File: src/verilog/acq_status_pkg.sv
// Function
// - Flash window high while window open.
// - Global shutter: flash equals exposure active.
// - Software selects flash window for line 1.
// - Early software acquisition trigger dropped, overtrigger.
// - Early software frame trigger dropped, overtrigger.
// - Selector picks acquisition or frame wait status.
// - Status reads true while waiting for selection.
// - Early hardware acquisition trigger dropped, overtrigger.
// - Early hardware frame trigger dropped, overtrigger.
// - Acquisition wait rises on entering wait state.
// - Acquisition wait falls when trigger accepted.
// - Acquisition wait rises again only on re-entry.
// - Acquisition wait only with hardware triggering enabled.
// - Frame wait output shows frame-start waiting.
// - Frame wait rises on entry, falls on trigger.
// - Frame wait only with hardware frame triggering.
`default_nettype none
package acq_status_pkg;
   localparam int ADDR_W = 8;
   localparam int DATA_W = 32;
   localparam int CNT_W = 16;
   // Register offsets
   localparam logic [7:0] OFS_CTRL = 8'h00;
   localparam logic [7:0] OFS_STATUS_SEL = 8'h04;
   localparam logic [7:0] OFS_STATUS = 8'h08;
   localparam logic [7:0] OFS_SW_TRIG = 8'h0C;
   localparam logic [7:0] OFS_FRAME_COUNT = 8'h10;
   localparam logic [7:0] OFS_EXPOSURE = 8'h14;
   localparam logic [7:0] OFS_READOUT = 8'h18;
   localparam logic [7:0] OFS_FLASH_DELAY = 8'h1C;
   localparam logic [7:0] OFS_OVERTRIG = 8'h20;
   // Control field positions
   localparam int CTRL_ACQ_HW_EN = 0;
   localparam int CTRL_FRAME_HW_EN = 1;
   localparam int CTRL_FRAME_TRIG_ON = 2;
   localparam int CTRL_ROLLING = 3;
   localparam int CTRL_LINE_SRC_LSB = 4;
   localparam int CTRL_W = 7;
   localparam int SW_TRIG_ACQ = 0;
   localparam int SW_TRIG_FRAME = 1;
   // Reset values
   localparam logic [6:0] CTRL_RST = 7'h00;
   localparam logic [15:0] FRAME_COUNT_RST = 16'h0001;
   localparam logic [15:0] EXPOSURE_RST = 16'h0064;
   localparam logic [15:0] READOUT_RST = 16'h00C8;
   localparam logic [15:0] FLASH_DELAY_RST = 16'h0000;
   // Line 1 sources
   localparam logic [2:0] LSRC_LOW = 3'h0;
   localparam logic [2:0] LSRC_EXPOSURE = 3'h1;
   localparam logic [2:0] LSRC_FLASH = 3'h2;
   localparam logic [2:0] LSRC_ACQ_WAIT = 3'h3;
   localparam logic [2:0] LSRC_FRAME_WAIT = 3'h4;
   typedef enum logic [1:0] {
      ST_WAIT_ACQ,
      ST_WAIT_FRAME,
      ST_EXPOSE,
      ST_READOUT
   } acq_state_e;
endpackage
`default_nettype wire

File: src/verilog/acquisition_trigger_status.sv
// Chosen here: the placing of the registers and the plain strobed port.
`timescale 1ns/100ps
`default_nettype none
module acquisition_trigger_status
   import acq_status_pkg::*;
(
   // Clock and reset
   input wire logic clk_i,
   input wire logic rst_n_i,
   // Register port
   input wire logic [acq_status_pkg::ADDR_W-1:0] addr_i,
   input wire logic [acq_status_pkg::DATA_W-1:0] wdata_i,
   input wire logic wr_i,
   input wire logic rd_i,
   output logic [acq_status_pkg::DATA_W-1:0] rdata_o,
   // Hardware trigger pins
   input wire logic ext_acq_start_trigger_in_i,
   input wire logic ext_frame_start_trigger_in_i,
   // Monitoring outputs
   output logic exposure_active_out_o,
   output logic flash_window_out_o,
   output logic acq_trigger_wait_o,
   output logic frame_trigger_wait_o,
   output logic line1_out_o,
   // Overtrigger events
   output logic acq_overtrig_o,
   output logic frame_overtrig_o
);
   import acq_status_pkg::*;

   logic rst_meta_reg;
   logic rst_n;
   logic [CTRL_W-1:0] ctrl_reg;
   logic status_sel_reg;
   logic [CNT_W-1:0] frame_count_reg;
   logic [CNT_W-1:0] exposure_reg;
   logic [CNT_W-1:0] readout_reg;
   logic [CNT_W-1:0] flash_delay_reg;
   acq_state_e state_reg, state_next;
   logic [CNT_W-1:0] cnt_reg, cnt_next;
   logic [CNT_W-1:0] frames_left_reg, frames_left_next;
   logic hw_acq_rise, hw_frame_rise;
   logic sw_acq, sw_frame;
   logic acq_trig, frame_trig;
   logic acq_drop, frame_drop;
   logic [CNT_W-1:0] acq_tally, frame_tally;
   logic ovt_clr;
   logic exp_next, flash_next, acq_wait_next, frame_wait_next;
   logic line_next;
   logic acq_hw_en, frame_hw_en, frame_trig_on, rolling;
   logic [2:0] line_src;
   logic wr_hit;

   function automatic logic [CNT_W-1:0] at_least_one(input logic [CNT_W-1:0] v);
      at_least_one = (v == '0) ? {{(CNT_W-1){1'b0}}, 1'b1} : v;
   endfunction

   // Reset released through two flops
   always_ff @(posedge clk_i or negedge rst_n_i) begin
      if (!rst_n_i) begin
         rst_meta_reg <= 1'b0;
         rst_n <= 1'b0;
      end else begin
         rst_meta_reg <= 1'b1;
         rst_n <= rst_meta_reg;
      end
   end

   assign acq_hw_en = ctrl_reg[CTRL_ACQ_HW_EN];
   assign frame_hw_en = ctrl_reg[CTRL_FRAME_HW_EN];
   assign frame_trig_on = ctrl_reg[CTRL_FRAME_TRIG_ON];
   assign rolling = ctrl_reg[CTRL_ROLLING];
   assign line_src = ctrl_reg[CTRL_LINE_SRC_LSB +: 3];
   assign wr_hit = wr_i;

   // Register writes
   always_ff @(posedge clk_i or negedge rst_n) begin
      if (!rst_n) begin
         ctrl_reg <= CTRL_RST;
         status_sel_reg <= 1'b0;
         frame_count_reg <= FRAME_COUNT_RST;
         exposure_reg <= EXPOSURE_RST;
         readout_reg <= READOUT_RST;
         flash_delay_reg <= FLASH_DELAY_RST;
      end else if (wr_hit) begin
         case (addr_i)
            OFS_CTRL: ctrl_reg <= wdata_i[CTRL_W-1:0];
            OFS_STATUS_SEL: status_sel_reg <= wdata_i[0];
            OFS_FRAME_COUNT: frame_count_reg <= wdata_i[CNT_W-1:0];
            OFS_EXPOSURE: exposure_reg <= wdata_i[CNT_W-1:0];
            OFS_READOUT: readout_reg <= wdata_i[CNT_W-1:0];
            OFS_FLASH_DELAY: flash_delay_reg <= wdata_i[CNT_W-1:0];
            default: ;
         endcase
      end
   end

   assign sw_acq = wr_i && addr_i == OFS_SW_TRIG && wdata_i[SW_TRIG_ACQ];
   assign sw_frame = wr_i && addr_i == OFS_SW_TRIG && wdata_i[SW_TRIG_FRAME];
   assign ovt_clr = wr_i && addr_i == OFS_OVERTRIG;

   pin_edge_sync u_acq_pin (
      .clk_i(clk_i),
      .rst_n_i(rst_n),
      .pin_i(ext_acq_start_trigger_in_i),
      .rise_o(hw_acq_rise)
   );

   pin_edge_sync u_frame_pin (
      .clk_i(clk_i),
      .rst_n_i(rst_n),
      .pin_i(ext_frame_start_trigger_in_i),
      .rise_o(hw_frame_rise)
   );

   // Pin edges count only when hardware triggering is on
   assign acq_trig = (acq_hw_en && hw_acq_rise) || sw_acq;
   assign frame_trig = frame_trig_on && ((frame_hw_en && hw_frame_rise) || sw_frame);
   assign acq_drop = acq_trig && state_reg != ST_WAIT_ACQ;
   assign frame_drop = frame_trig && state_reg != ST_WAIT_FRAME;

   overtrig_event #(.CNT_W(CNT_W)) u_acq_ovt (
      .clk_i(clk_i),
      .rst_n_i(rst_n),
      .hit_i(acq_drop),
      .clr_i(ovt_clr),
      .pulse_o(acq_overtrig_o),
      .count_o(acq_tally)
   );

   overtrig_event #(.CNT_W(CNT_W)) u_frame_ovt (
      .clk_i(clk_i),
      .rst_n_i(rst_n),
      .hit_i(frame_drop),
      .clr_i(ovt_clr),
      .pulse_o(frame_overtrig_o),
      .count_o(frame_tally)
   );

   // Acquisition sequencer; non-overlapped frames keep the timing simple
   always_comb begin
      state_next = state_reg;
      cnt_next = cnt_reg;
      frames_left_next = frames_left_reg;
      case (state_reg)
         ST_WAIT_ACQ: begin
            if (acq_trig) begin
               state_next = ST_WAIT_FRAME;
               frames_left_next = at_least_one(frame_count_reg);
            end
         end
         ST_WAIT_FRAME: begin
            if (frame_trig || !frame_trig_on) begin
               state_next = ST_EXPOSE;
               cnt_next = '0;
            end
         end
         ST_EXPOSE: begin
            if (cnt_reg >= at_least_one(exposure_reg) - 1'b1) begin
               state_next = ST_READOUT;
               cnt_next = '0;
            end else begin
               cnt_next = cnt_reg + 1'b1;
            end
         end
         ST_READOUT: begin
            if (cnt_reg >= at_least_one(readout_reg) - 1'b1) begin
               cnt_next = '0;
               if (frames_left_reg <= 1) begin
                  state_next = ST_WAIT_ACQ;
                  frames_left_next = '0;
               end else begin
                  state_next = ST_WAIT_FRAME;
                  frames_left_next = frames_left_reg - 1'b1;
               end
            end else begin
               cnt_next = cnt_reg + 1'b1;
            end
         end
         default: begin
            state_next = ST_WAIT_ACQ;
            cnt_next = '0;
         end
      endcase
   end

   always_ff @(posedge clk_i or negedge rst_n) begin
      if (!rst_n) begin
         state_reg <= ST_WAIT_ACQ;
         cnt_reg <= '0;
         frames_left_reg <= '0;
      end else begin
         state_reg <= state_next;
         cnt_reg <= cnt_next;
         frames_left_reg <= frames_left_next;
      end
   end

   // Outputs registered from the next state so they move with it
   always_comb begin
      exp_next = state_next == ST_EXPOSE;
      // Rolling: window opens once all lines expose
      if (rolling) begin
         flash_next = exp_next && cnt_next >= flash_delay_reg;
      end else begin
         flash_next = exp_next;
      end
      acq_wait_next = acq_hw_en && state_next == ST_WAIT_ACQ;
      frame_wait_next = frame_hw_en && frame_trig_on
         && state_next == ST_WAIT_FRAME;
      case (line_src)
         LSRC_EXPOSURE: line_next = exp_next;
         LSRC_FLASH: line_next = flash_next;
         LSRC_ACQ_WAIT: line_next = acq_wait_next;
         LSRC_FRAME_WAIT: line_next = frame_wait_next;
         default: line_next = 1'b0;
      endcase
   end

   always_ff @(posedge clk_i or negedge rst_n) begin
      if (!rst_n) begin
         exposure_active_out_o <= 1'b0;
         flash_window_out_o <= 1'b0;
         acq_trigger_wait_o <= 1'b0;
         frame_trigger_wait_o <= 1'b0;
         line1_out_o <= 1'b0;
      end else begin
         exposure_active_out_o <= exp_next;
         flash_window_out_o <= flash_next;
         acq_trigger_wait_o <= acq_wait_next;
         frame_trigger_wait_o <= frame_wait_next;
         line1_out_o <= line_next;
      end
   end

   // Read data one cycle after the strobe; unmapped reads zero
   always_ff @(posedge clk_i or negedge rst_n) begin
      if (!rst_n) begin
         rdata_o <= '0;
      end else if (rd_i) begin
         case (addr_i)
            OFS_CTRL: rdata_o <= {{(DATA_W-CTRL_W){1'b0}}, ctrl_reg};
            OFS_STATUS_SEL: rdata_o <= {{(DATA_W-1){1'b0}}, status_sel_reg};
            OFS_STATUS: rdata_o <= {{(DATA_W-1){1'b0}}, status_sel_reg
               ? state_reg == ST_WAIT_FRAME : state_reg == ST_WAIT_ACQ};
            OFS_FRAME_COUNT: rdata_o <= {{(DATA_W-CNT_W){1'b0}}, frame_count_reg};
            OFS_EXPOSURE: rdata_o <= {{(DATA_W-CNT_W){1'b0}}, exposure_reg};
            OFS_READOUT: rdata_o <= {{(DATA_W-CNT_W){1'b0}}, readout_reg};
            OFS_FLASH_DELAY: rdata_o <= {{(DATA_W-CNT_W){1'b0}}, flash_delay_reg};
            OFS_OVERTRIG: rdata_o <= {frame_tally, acq_tally};
            default: rdata_o <= '0;
         endcase
      end else begin
         rdata_o <= '0;
      end
   end
endmodule
`default_nettype wire

File: src/verilog/overtrig_event.sv
`timescale 1ns/100ps
`default_nettype none
module overtrig_event #(
   parameter int CNT_W = 16
) (
   // Clock and reset
   input wire logic clk_i,
   input wire logic rst_n_i,
   // Discarded trigger and counter clear
   input wire logic hit_i,
   input wire logic clr_i,
   // Event pulse and tally
   output logic pulse_o,
   output logic [CNT_W-1:0] count_o
);
   always_ff @(posedge clk_i or negedge rst_n_i) begin
      if (!rst_n_i) begin
         pulse_o <= 1'b0;
      end else begin
         pulse_o <= hit_i;
      end
   end

   // Hit beside a clear still counts; tally saturates
   always_ff @(posedge clk_i or negedge rst_n_i) begin
      if (!rst_n_i) begin
         count_o <= '0;
      end else if (clr_i) begin
         count_o <= {{(CNT_W-1){1'b0}}, hit_i};
      end else if (hit_i && count_o != {CNT_W{1'b1}}) begin
         count_o <= count_o + 1'b1;
      end
   end
endmodule
`default_nettype wire

File: src/verilog/pin_edge_sync.sv
`timescale 1ns/100ps
`default_nettype none
module pin_edge_sync (
   // Clock and reset
   input wire logic clk_i,
   input wire logic rst_n_i,
   // Pin and detected edge
   input wire logic pin_i,
   output logic rise_o
);
   logic meta_reg;
   logic sync_reg;
   logic last_reg;

   // First stage read only by the second
   always_ff @(posedge clk_i or negedge rst_n_i) begin
      if (!rst_n_i) begin
         meta_reg <= 1'b0;
         sync_reg <= 1'b0;
         last_reg <= 1'b0;
      end else begin
         meta_reg <= pin_i;
         sync_reg <= meta_reg;
         last_reg <= sync_reg;
      end
   end

   always_ff @(posedge clk_i or negedge rst_n_i) begin
      if (!rst_n_i) begin
         rise_o <= 1'b0;
      end else begin
         rise_o <= sync_reg & ~last_reg;
      end
   end
endmodule
`default_nettype wire
File: config.mk
export PLATFORM = sky130hd
export DESIGN_NAME = acquisition_trigger_status
export DESIGN_NICKNAME = d
export VERILOG_FILES = /design/src/verilog/acq_status_pkg.sv /design/src/verilog/acquisition_trigger_status.sv /design/src/verilog/overtrig_event.sv /design/src/verilog/pin_edge_sync.sv
export SDC_FILE = /design/constraint.sdc
export NUM_CORES = 1
export LEC_CHECK = 0
export BUFFER_PORTS_ARGS = -buffer_cell sky130_fd_sc_hd__buf_2
export CAP_MARGIN = 0
export CORE_MARGIN = 2
export CORE_UTILIZATION = 30
export CTS_BUF_LIST = sky130_fd_sc_hd__clkbuf_8
export DETAILED_ROUTE_END_ITERATION = 8
export PLACE_DENSITY = 0.51
export SLEW_MARGIN = 20
export SYNTH_ARGS = -nofsm -noshare
export SYNTH_HDL_FRONTEND = slang
export SYNTH_HIERARCHICAL = 1
export SYNTH_SLANG_ARGS = --single-unit
export TNS_END_PERCENT = 30
File: constraint.sdc
create_clock -name clk_i -period 9.7 [get_ports clk_i]
set_input_delay 2.425 -clock clk_i [delete_from_list [all_inputs] [get_ports clk_i]]
set_output_delay 2.425 -clock clk_i [all_outputs]
set_load 0.02 [all_outputs]
### Word-level counts from Yosys, hierarchy flattened

Index checks and enable logic that the tools add are counted.
W data, S select, Z words.

| cells by class | value |
|---|---|
| mux-type cells | 26 |
| reductions and logical operators | 36 |
| $add $sub $neg | 6 |
| order comparisons | 4 |
| eq/ne operators | 22 |
| bitwise logic cells | 4 |

Operators by type and width:

| cell | number |
|---|---|
| $pmux W32 S8 | 1 |
| $mux W16 | 13 |
| $add A16 B1 Y16 const B | 3 |
| $ge A16 B16 Y1 | 3 |
| $logic_not A16 Y1 | 3 |
| $pmux W16 S3 | 1 |
| $sub A16 B1 Y16 const B | 3 |
| $eq A8 B5 Y1 const B | 4 |
| $mux W32 | 1 |
| $ne A16 B16 Y1 const B | 2 |
| $pmux W16 S2 | 1 |
| $eq A8 B4 Y1 const B | 2 |
| $le A16 B1 Y1 const B | 1 |
| $logic_and A1 B1 Y1 | 15 |
| $reduce_and A2 Y1 | 6 |
| $eq A8 B3 Y1 const B | 1 |
| $eq A8 B6 Y1 const B | 1 |
| $logic_not A8 Y1 | 1 |
| $mux W2 | 4 |
| $pmux W2 S4 | 1 |
| $reduce_bool A2 Y1 | 4 |
| $eq A2 B2 Y1 const B | 3 |
| $eq A3 B2 Y1 const B | 2 |
| $eq A2 B1 Y1 const B | 2 |
| 12 further kinds | 20 |

| storage, ports and cells | value |
|---|---|
| input port bits | 46 |
| register bits | 187 |
| output and inout port bits | 39 |

### Depth between registers and ports, before layout

Gate-level depths: netlist (run 1).

| logic depth | value |
|---|---|
| depth in word-level cells | 12 |
| mapped depth | 27 |
| gate-level depth less buffers | 26 |

### Cells and area by module

The synthesis (run 1) kept the hierarchy.

Modules (own cells, without submodules):

| module | cells each | area an instance (um^2) | instances |
|---|---|---|---|
| acquisition_trigger_status | 818 | 8244.2 | 1 |
| overtrig_event | 100 | 949.7 | 2 |
| pin_edge_sync | 5 | 113.9 | 2 |

### Worst setup path after synthesis (run 1)

Ideal clock, no wire load.

| path | value |
|---|---|
| path kind | reg-to-reg |
| from | reg exposure_reg[4] |
| to | reg line1_out_o |
| setup slack | 4.301 ns |
| cell stages (with the launch flop) | 27 |
| arrival | 5.255 ns |
| clock period less this slack | 5.399 ns |
| cells stage by stage | dfrtp_1 or4_4 nor4b_4 nand2_2 or3_1 nor2_1 nor2_1 ha_1 and2_1 nand2_1 xor2_1 ha_1 a21oi_1 a21oi_1 o2111ai_1 o21ai_1 o2bb2ai_2 buf_2 nand3b_1 a31oi_1 ha_1 a2111o_1 a31oi_1 o21ai_0 a21o_1 o2111ai_1 o311ai_1 |

| on the way | value |
|---|---|
| cells in the longest elaborated chain, start to end | 10 |
| elaborated cells on any way between the ends | 17 |
| those cells by class | add/sub (1); order compare (2); eq/ne (2); mux (7); reduce/logical (5) |

RTL lines:

| item | RTL line | source |
|---|---|---|
| start, declared | acquisition_trigger_status.sv:36 | `logic [CNT_W-1:0] exposure_reg;` |
| start signal, assigned | acquisition_trigger_status.sv:90 | `OFS_EXPOSURE: exposure_reg <= wdata_i[CNT_W-1:0];` |
| $logic_not A16 Y1 | acquisition_trigger_status.sv:55 | `at_least_one = (v == '0) ? {{(CNT_W-1){1'b0}}, 1'b1} : v;` |
| $mux W16 * | acquisition_trigger_status.sv:55 |  |
| $sub A16 B1 Y16 * | acquisition_trigger_status.sv:159 | `if (cnt_reg >= at_least_one(exposure_reg) - 1'b1) begin` |
| $ge A16 B16 Y1 * | acquisition_trigger_status.sv:159 |  |
| $mux W16 * | acquisition_trigger_status.sv:159 |  |
| $pmux W16 S3 * | acquisition_trigger_status.sv:145 | `case (state_reg)` |
| via cnt_next[5] | acquisition_trigger_status.sv:40 | `logic [CNT_W-1:0] cnt_reg, cnt_next;` |
| $ge A16 B16 Y1 * | acquisition_trigger_status.sv:204 | `flash_next = exp_next && cnt_next >= flash_delay_reg;` |
| $logic_and A1 B1 Y1 * | acquisition_trigger_status.sv:204 |  |
| $mux W1 * | acquisition_trigger_status.sv:203 | `if (rolling) begin` |
| $pmux W1 S4 * | acquisition_trigger_status.sv:211 | `case (line_src)` |
| via line_next | acquisition_trigger_status.sv:49 | `logic line_next;` |
| end signal, assigned | acquisition_trigger_status.sv:232 | `line1_out_o <= line_next;` |
| end, declared | acquisition_trigger_status.sv:24 | `output logic line1_out_o,` |

Mark *: on every way through the listed nets, which the timed path passes. The rest lies on a longest branch.
A chain may end at the register's enable or synchronous reset.

### Worst setup path in the final report (run 1)

Ends and elaborated chain as after synthesis.

==> flow_summary.toml, run 1 <==
[run_status]
outcome = "finished clean"

[synthesis]
yosysUniqueCellTypes = 73
seq_area_frac_synth_pct = 45.2
yosys_most_used_dff = "dfrtp_1"
synth_area_um2 = 10400
syn_nets = 1129
ys_async_sr_fraction_pct = 100
synth_warnings = 6
syn-instance-count = 1028
synth_edf_count = 0
avgSynthCellArea_um2 = 10.1
ys_ff_latch = 187

[clocking]
cts_setup_buffers = 0
cts_tree = "built"
ctsResizeCount = 0
cts.clk_slew.worst_paths_ns = 0.10
htreeDepth = 4
cts_sinks = 187
clk_path_buf_depth = 2
ctsHoldBuffers = 0
cts_buffers = 17
clk_latency_ns = 0.48
root_buffer = "clkbuf_8"

[timing]
rsz0062_at_grt = "false"
fin_crit_ns = 6.97
max_slew_margin_pct = 32.8
fin_crit_sh_pct = 71.9
worstMarginPinSlew_ns = 1.00
hold_viol = 0
setup_slack_ns = 2.73
final-setup-viol-count = 0
clock-skew-final_ns = 0.0130
setup_tns_ns = 0
slew_violations = 0
clock.fmax_ghz = 0.143

[cells_and_area]
multiInputGateArea_um2 = 5280
regMostFlops = "rdata_o"
final_common_cell = "dfrtp_1"
final_area_um2 = 11500
drive_gt1_share_pct = 19.1
largest_reg_flops = 32
layout_common_cells = "dfrtp_1 (179), nand2_1 (75), a21oi_1 (71), o21ai_0 (68), buf_2 (68)"
area_growth_pct = 10.9
finalNetCount = 1174
regArea_um2 = 4690
n_fill_cell = 3480

[placed_design]
place_ws_ns = 2.69
placed_area_um2 = 11100
dp_hpwl_um = 21900
io_buffers = 68
gp_congestion = 0.828

[setup_path]
worstSetupPathType = "register to register"
crit_required_ns = 10.04
cp_data_arrival_time_ns = 7.31
crit_path_end_kind = "register"
critPathMaxFanout = 25
cp-start-kind = "register"
cp_slowest_cell = "o2bb2ai_2"
timing.rr.start = "exposure_reg[4]$_DFFE_PN0P_"
path_buf_inv = 0
critical_path.top_delay_family = "compound AO/OA/AOI/OAI gates"
critPathLaunch = "exposure_reg[4]$_DFFE_PN0P_"
cp_common_cell = "a21oi_1"
max_stage_delay_ns = 0.82
regToRegSetupSlack_ns = 2.73

[grt]
grt_max_degree = 75
first_global_vias = 7853
track_usage_pct = 16.7
grt.overflow.total = 0
grt_pass1_wl_um = 46100
antenna_found_initial = 1

[route]
vias_per_cell = 5.33
drc = 0
wl_per_cell_um = 19.0
detail_route.first_pass.iterations = 5
dr.first_iter.drc_count = 633
wl_um = 29300
ant_nets = 0
vias = 8210

[pwr]
power.density_nw_per_um2 = 202
leakage_nw = 5.19
peakVddDrop_mv = 0.0849

[floorplan]
design.die.area_um2 = 36100
core-area_um2 = 34300
start_util_pct = 30.2
die_w_um = 190
row_count = 68
die_h_um = 190
io_pins = 85

[run]
cap_violations = 0

[worst_hold_path]
hold_start = "u_acq_pin/meta_reg$_DFF_PN0_"
hp-class = "register to register"
==> synth_stat cells (9+ instances only) <==
| cell type | n | share of area (%) |
|---|---|---|
| nand3b_1 | 14 | 1.0 |
| clkbuf_1 | 21 | 0.76 |
| ha_1 | 55 | 6.6 |
| or4_1 | 10 | 0.72 |
| inv_1 | 39 | 1.4 |
| nand3_1 | 23 | 1.1 |
| mux2_2 | 65 | 7.1 |
| nor3_1 | 29 | 1.4 |
| xor2_1 | 11 | 0.93 |
| a22oi_1 | 10 | 0.72 |
| dfrtp_1 | 180 | 43 |
| a221oi_1 | 9 | 0.76 |
| nor2b_1 | 11 | 0.66 |
| o21ai_0 | 68 | 3.3 |
| o31ai_1 | 14 | 1.0 |
| nand2_1 | 75 | 2.7 |
| or3_1 | 9 | 0.54 |
| a31oi_1 | 30 | 1.8 |
| mux2i_1 | 10 | 0.97 |
| and3_1 | 33 | 2.0 |
| nand4_1 | 15 | 0.90 |
| nor4_1 | 16 | 0.97 |
| a21oi_1 | 71 | 3.4 |
| xnor2_1 | 15 | 1.3 |
| buf_2 | 17 | 0.82 |
| nor2_1 | 55 | 2.0 |
==> path summary, 6_finish.rpt <==
| check | endpoint | cells after the start |
|---|---|---|
| worst max-delay path | line1_out_o$_DFF_PN0_ | 26 |
| worst min-delay path | u_acq_pin/sync_reg$_DFF_PN0_ | 0 |
| worst max register to register | line1_out_o$_DFF_PN0_ | 26 |
| worst min register to register | u_acq_pin/sync_reg$_DFF_PN0_ | 0 |
| max in group asynchronous | frame_count_reg[9]$_DFFE_PN0P_ | 1 |
| min in group asynchronous | rdata_o[17]$_DFF_PN0_ | 0 |
==> worst reg2reg max path, stage by stage, from the launching register on <==
cell	delay, ns
dfrtp_1	0.46
or4_4	0.60
nor4b_4	0.29
nand2_2	0.13
or3_1	0.34
nor2_1	0.14
nor2_1	0.08
ha_1	0.22
and2_1	0.20
nand2_1	0.10
xor2_1	0.18
ha_1	0.28
a21oi_1	0.15
a21oi_1	0.09
o2111ai_1	0.20
o21ai_1	0.15
o2bb2ai_2	0.82
nand2_1	0.36
o311ai_0	0.66
ha_1	0.36
a21oi_1	0.15
nor2b_1	0.06
o211ai_1	0.16
a21oi_1	0.08
a21o_1	0.21
o2111ai_1	0.21
o311ai_1	0.14
==> routing by layer <==
| metal | track usage (%) | routed length, um | up-vias | share of wire [%] |
|---|---|---|---|---|
| met1 | 23.6 | 14200 | 4103 | 48 |
| met3 | 2.43 | 951 | 21 | 3.2 |
| li1 | - | - | 3925 | - |
| met5 | 0 | 0 | - | 0 |
| met2 | 26.4 | 13700 | 161 | 47 |
| met4 | 4.68 | 429 | 0 | 1.5 |
==> cell families (layout without fill, tap and decap cells) <==
group	after synthesis	after routing	share of synthesized area, %
other	1	2	0.0362
adders and majority gates	55	55	6.64
buffers and inverters	87	144	3.92
DFF	187	187	45.2
muxes	75	75	8.02
xor gates and xnor gates	26	26	2.20
and+or+nand+nor	342	342	18.5
AOI/OAI and AO/OA	255	255	15.5
==> through the flow <==
step / utilization (%) / power (W) / hold slack (ns) / std cells
2_1_floorplan: - / 0.00155 / 0.331 / 1028
3_3_place_gp: 32.3 / 0.00175 / 0.334 / 1509
3_5_place_dp: 32.3 / 0.00176 / 0.336 / 1509
4_1_cts: 33.5 / 0.00235 / 0.362 / 1540
5_1_grt: 33.5 / 0.00251 / 0.373 / 1541
6_report: 33.5 / 0.00233 / 0.360 / 1541
==> report_power, final <==
| group | internal [W] | total (W) | switching, W |
|---|---|---|---|
| registers | 0.000853 | 0.000953 | 0.000100 |
| logic | 0.000292 | 0.000800 | 0.000508 |
| clock network | 0.000272 | 0.000572 | 0.000301 |
| total | 0.00142 | 0.00233 | 0.000909 |
==> layout make-up <==
type / instances / area share (%)
antenna: 1 / 0.0218
inverter: 39 / 1.27
clock inverter: 12 / 1.41
sequential: 187 / 40.8
clock buffer: 19 / 2.27
timing repair buffer: 74 / 3.35
multi-input combinational: 754 / 45.9
tap: 455 / 4.95
(Power assumes the default switching activity.)
==> inputs of run 2 (changes only) <==
==> constraint.sdc (replaced) <==
create_clock -name clk_i -period 7.1 [get_ports clk_i]
set_input_delay 1.775 -clock clk_i [delete_from_list [all_inputs] [get_ports clk_i]]
set_output_delay 1.775 -clock clk_i [all_outputs]
set_load 0.02 [all_outputs]
==> flow_summary.toml, run 2 (same netlist as run 1, synthesis figures left out) <==
[setup_path]
critPathLaunch = "exposure_reg[4]$_DFFE_PN0P_"
worstSetupPathType = "register to register"
path_buf_inv = 0
cp-start-kind = "register"
cp_data_arrival_time_ns = 6.53
r2r_end = "line1_out_o$_DFF_PN0_"
crit_path_end = "line1_out_o$_DFF_PN0_"
crit_path_end_kind = "register"
critPathMaxFanout = 6
cp.depth = 26
crit_required_ns = 7.43
max_stage_delay_ns = 0.60
reg2reg_depth = 26
timing.rr.start = "exposure_reg[4]$_DFFE_PN0P_"
cp_common_cell = "a21oi_1"
regToRegSetupSlack_ns = 0.90
cp_slowest_cell = "or4_4"
critical_path.top_delay_family = "compound AO/OA/AOI/OAI gates"

[placed_design]
dp_hpwl_um = 21800
io_buffers = 68
placed_area_um2 = 11100
gp_congestion = 0.820

[route]
vias_per_cell = 5.36
ant_nets = 0
vias = 8270
wl_um = 29200
drc = 0
wl_per_cell_um = 18.9
dr.first_iter.drc_count = 595
detail_route.first_pass.iterations = 5

[timing]
worstMarginPinSlew_ns = 1.06
fin_crit_sh_pct = 87.3
setup_tns_ns = 0
final-setup-viol-count = 0
fin_hold_ws_ns = 0.355
hold_viol = 0
clock-skew-final_ns = 0.0165
max_slew_margin_pct = 29.3
clock.fmax_ghz = 0.161
rsz0062_at_grt = "false"
slew_violations = 0
fin_crit_ns = 6.20

[cells_and_area]
area_growth_pct = 10.4
drive_gt1_share_pct = 19.1
final_common_cell = "dfrtp_1"
layout_common_cells = "dfrtp_1 (179), nand2_1 (75), a21oi_1 (71), o21ai_0 (68), buf_2 (68)"
largest_reg_flops = 32
final_area_um2 = 11500
regMostFlops = "rdata_o"
finalNetCount = 1177

[pwr]
leakage_nw = 5.18
peakVddDrop_mv = 0.112
power.density_nw_per_um2 = 270

[floorplan]
core-area_um2 = 34300
die_h_um = 190
io_pins = 85
row_count = 68
die_w_um = 190
start_util_pct = 30.2
design.die.area_um2 = 36100

[clocking]
root_buffer = "clkbuf_8"
clk_path_buf_depth = 2
ctsResizeCount = 0
cts_sinks = 187
cts_setup_buffers = 0
cts_buffers = 17
ctsHoldBuffers = 0
clk_latency_ns = 0.48
htreeDepth = 4
cts_tree = "built"
cts.clk_slew.worst_paths_ns = 0.10

[grt]
track_usage_pct = 16.6
grt.overflow.total = 0
grt_max_degree = 67
grt_pass1_wl_um = 46200
antenna_found_initial = 1
first_global_vias = 7905

[run]
cap_violations = 0

[run_status]
outcome = "finished clean"

[worst_hold_path]
hp-class = "register to register"
hold_start = "rst_meta_reg$_DFF_PN0_"
==> run 2: changes by cell type in the layout (fill, tap and decap cells not counted), moves of 2 or more <==
cell,delta
and3_1,+2
and3_2,-2
buf_4,+3
bufinv_16,-2
clkbuf_8,-2
clkinv_2,+3
==> run 2: worst min-delay path by stage <==
stage                     slack (ns)  depth (start not counted)                             end
final                           0.36                          0                 rst_n$_DFF_PN0_
after global routing            0.38                          0                 rst_n$_DFF_PN0_
after CTS                       0.36                          0                 rst_n$_DFF_PN0_
after detailed placement        0.33                          0  u_frame_pin/sync_reg$_DFF_PN0_
after global placement          0.33                          0  u_frame_pin/sync_reg$_DFF_PN0_
after floorplan                 0.33                          0                 rst_n$_DFF_PN0_
==> run 2: layer usage <==
metal / global-route usage [%] / vias to the layer above / wire length (um) / part of all wire [%]
met1: 23.7 / 4111 / 14100 / 48
met5: 0 / - / 0 / 0
met4: 5.34 / 0 / 648 / 2.2
met3: 2.45 / 30 / 1140 / 3.9
li1: - / 3923 / - / -
met2: 25.9 / 206 / 13300 / 46
==> run 2: area by class of cell <==
type / instances / area (um^2)
well taps: 455 / 569
fillers: 3510 / 22800
multi-input cells: 754 / 5280
flip-flops and latches: 187 / 4690
diodes: 1 / 2.50
clock inverters: 14 / 123
clock buffers: 17 / 234
inverters: 39 / 146
repair buffers: 77 / 408
==> run 2: per-stage QoR <==
stage,util (%),cells,setup slack (ns),power (W)
global placement,32.3,1512,1.02,0.00241
finish,33.4,1544,0.904,0.00309
global route,33.4,1544,0.464,0.00333
floorplan,-,1028,1.52,0.00212
detailed placement,32.3,1512,0.965,0.00242
CTS,33.4,1543,0.942,0.00311
==> run 2: worst register-to-register path, cell delays in order, from the launching register on <==
cell and delay [ns]:
dfrtp_1 0.45, or4_4 0.60, nor4b_4 0.30, nand2_2 0.13, or3_1 0.34, nor2_1 0.15, nor2_1 0.08, ha_1 0.21
and2_1 0.20, nand2_1 0.10, xor2_1 0.18, ha_1 0.28, a21oi_1 0.13, a21oi_1 0.08, o2111ai_1 0.19, o21ai_1 0.18
o2bb2ai_2 0.20, nand2_1 0.19, o311ai_0 0.58, ha_1 0.35, a21oi_1 0.15, nor2b_1 0.06, o211ai_1 0.15, a21oi_1 0.16
a21o_1 0.21, o2111ai_1 0.22, o311ai_1 0.17
==> run 2: report_power, final <==
group	internal, W	total (W)	switching, W
registers	0.00117	0.00130	0.000140
logic	0.000409	0.00110	0.000694
clock network	0.000277	0.000685	0.000408
total	0.00185	0.00309	0.00124
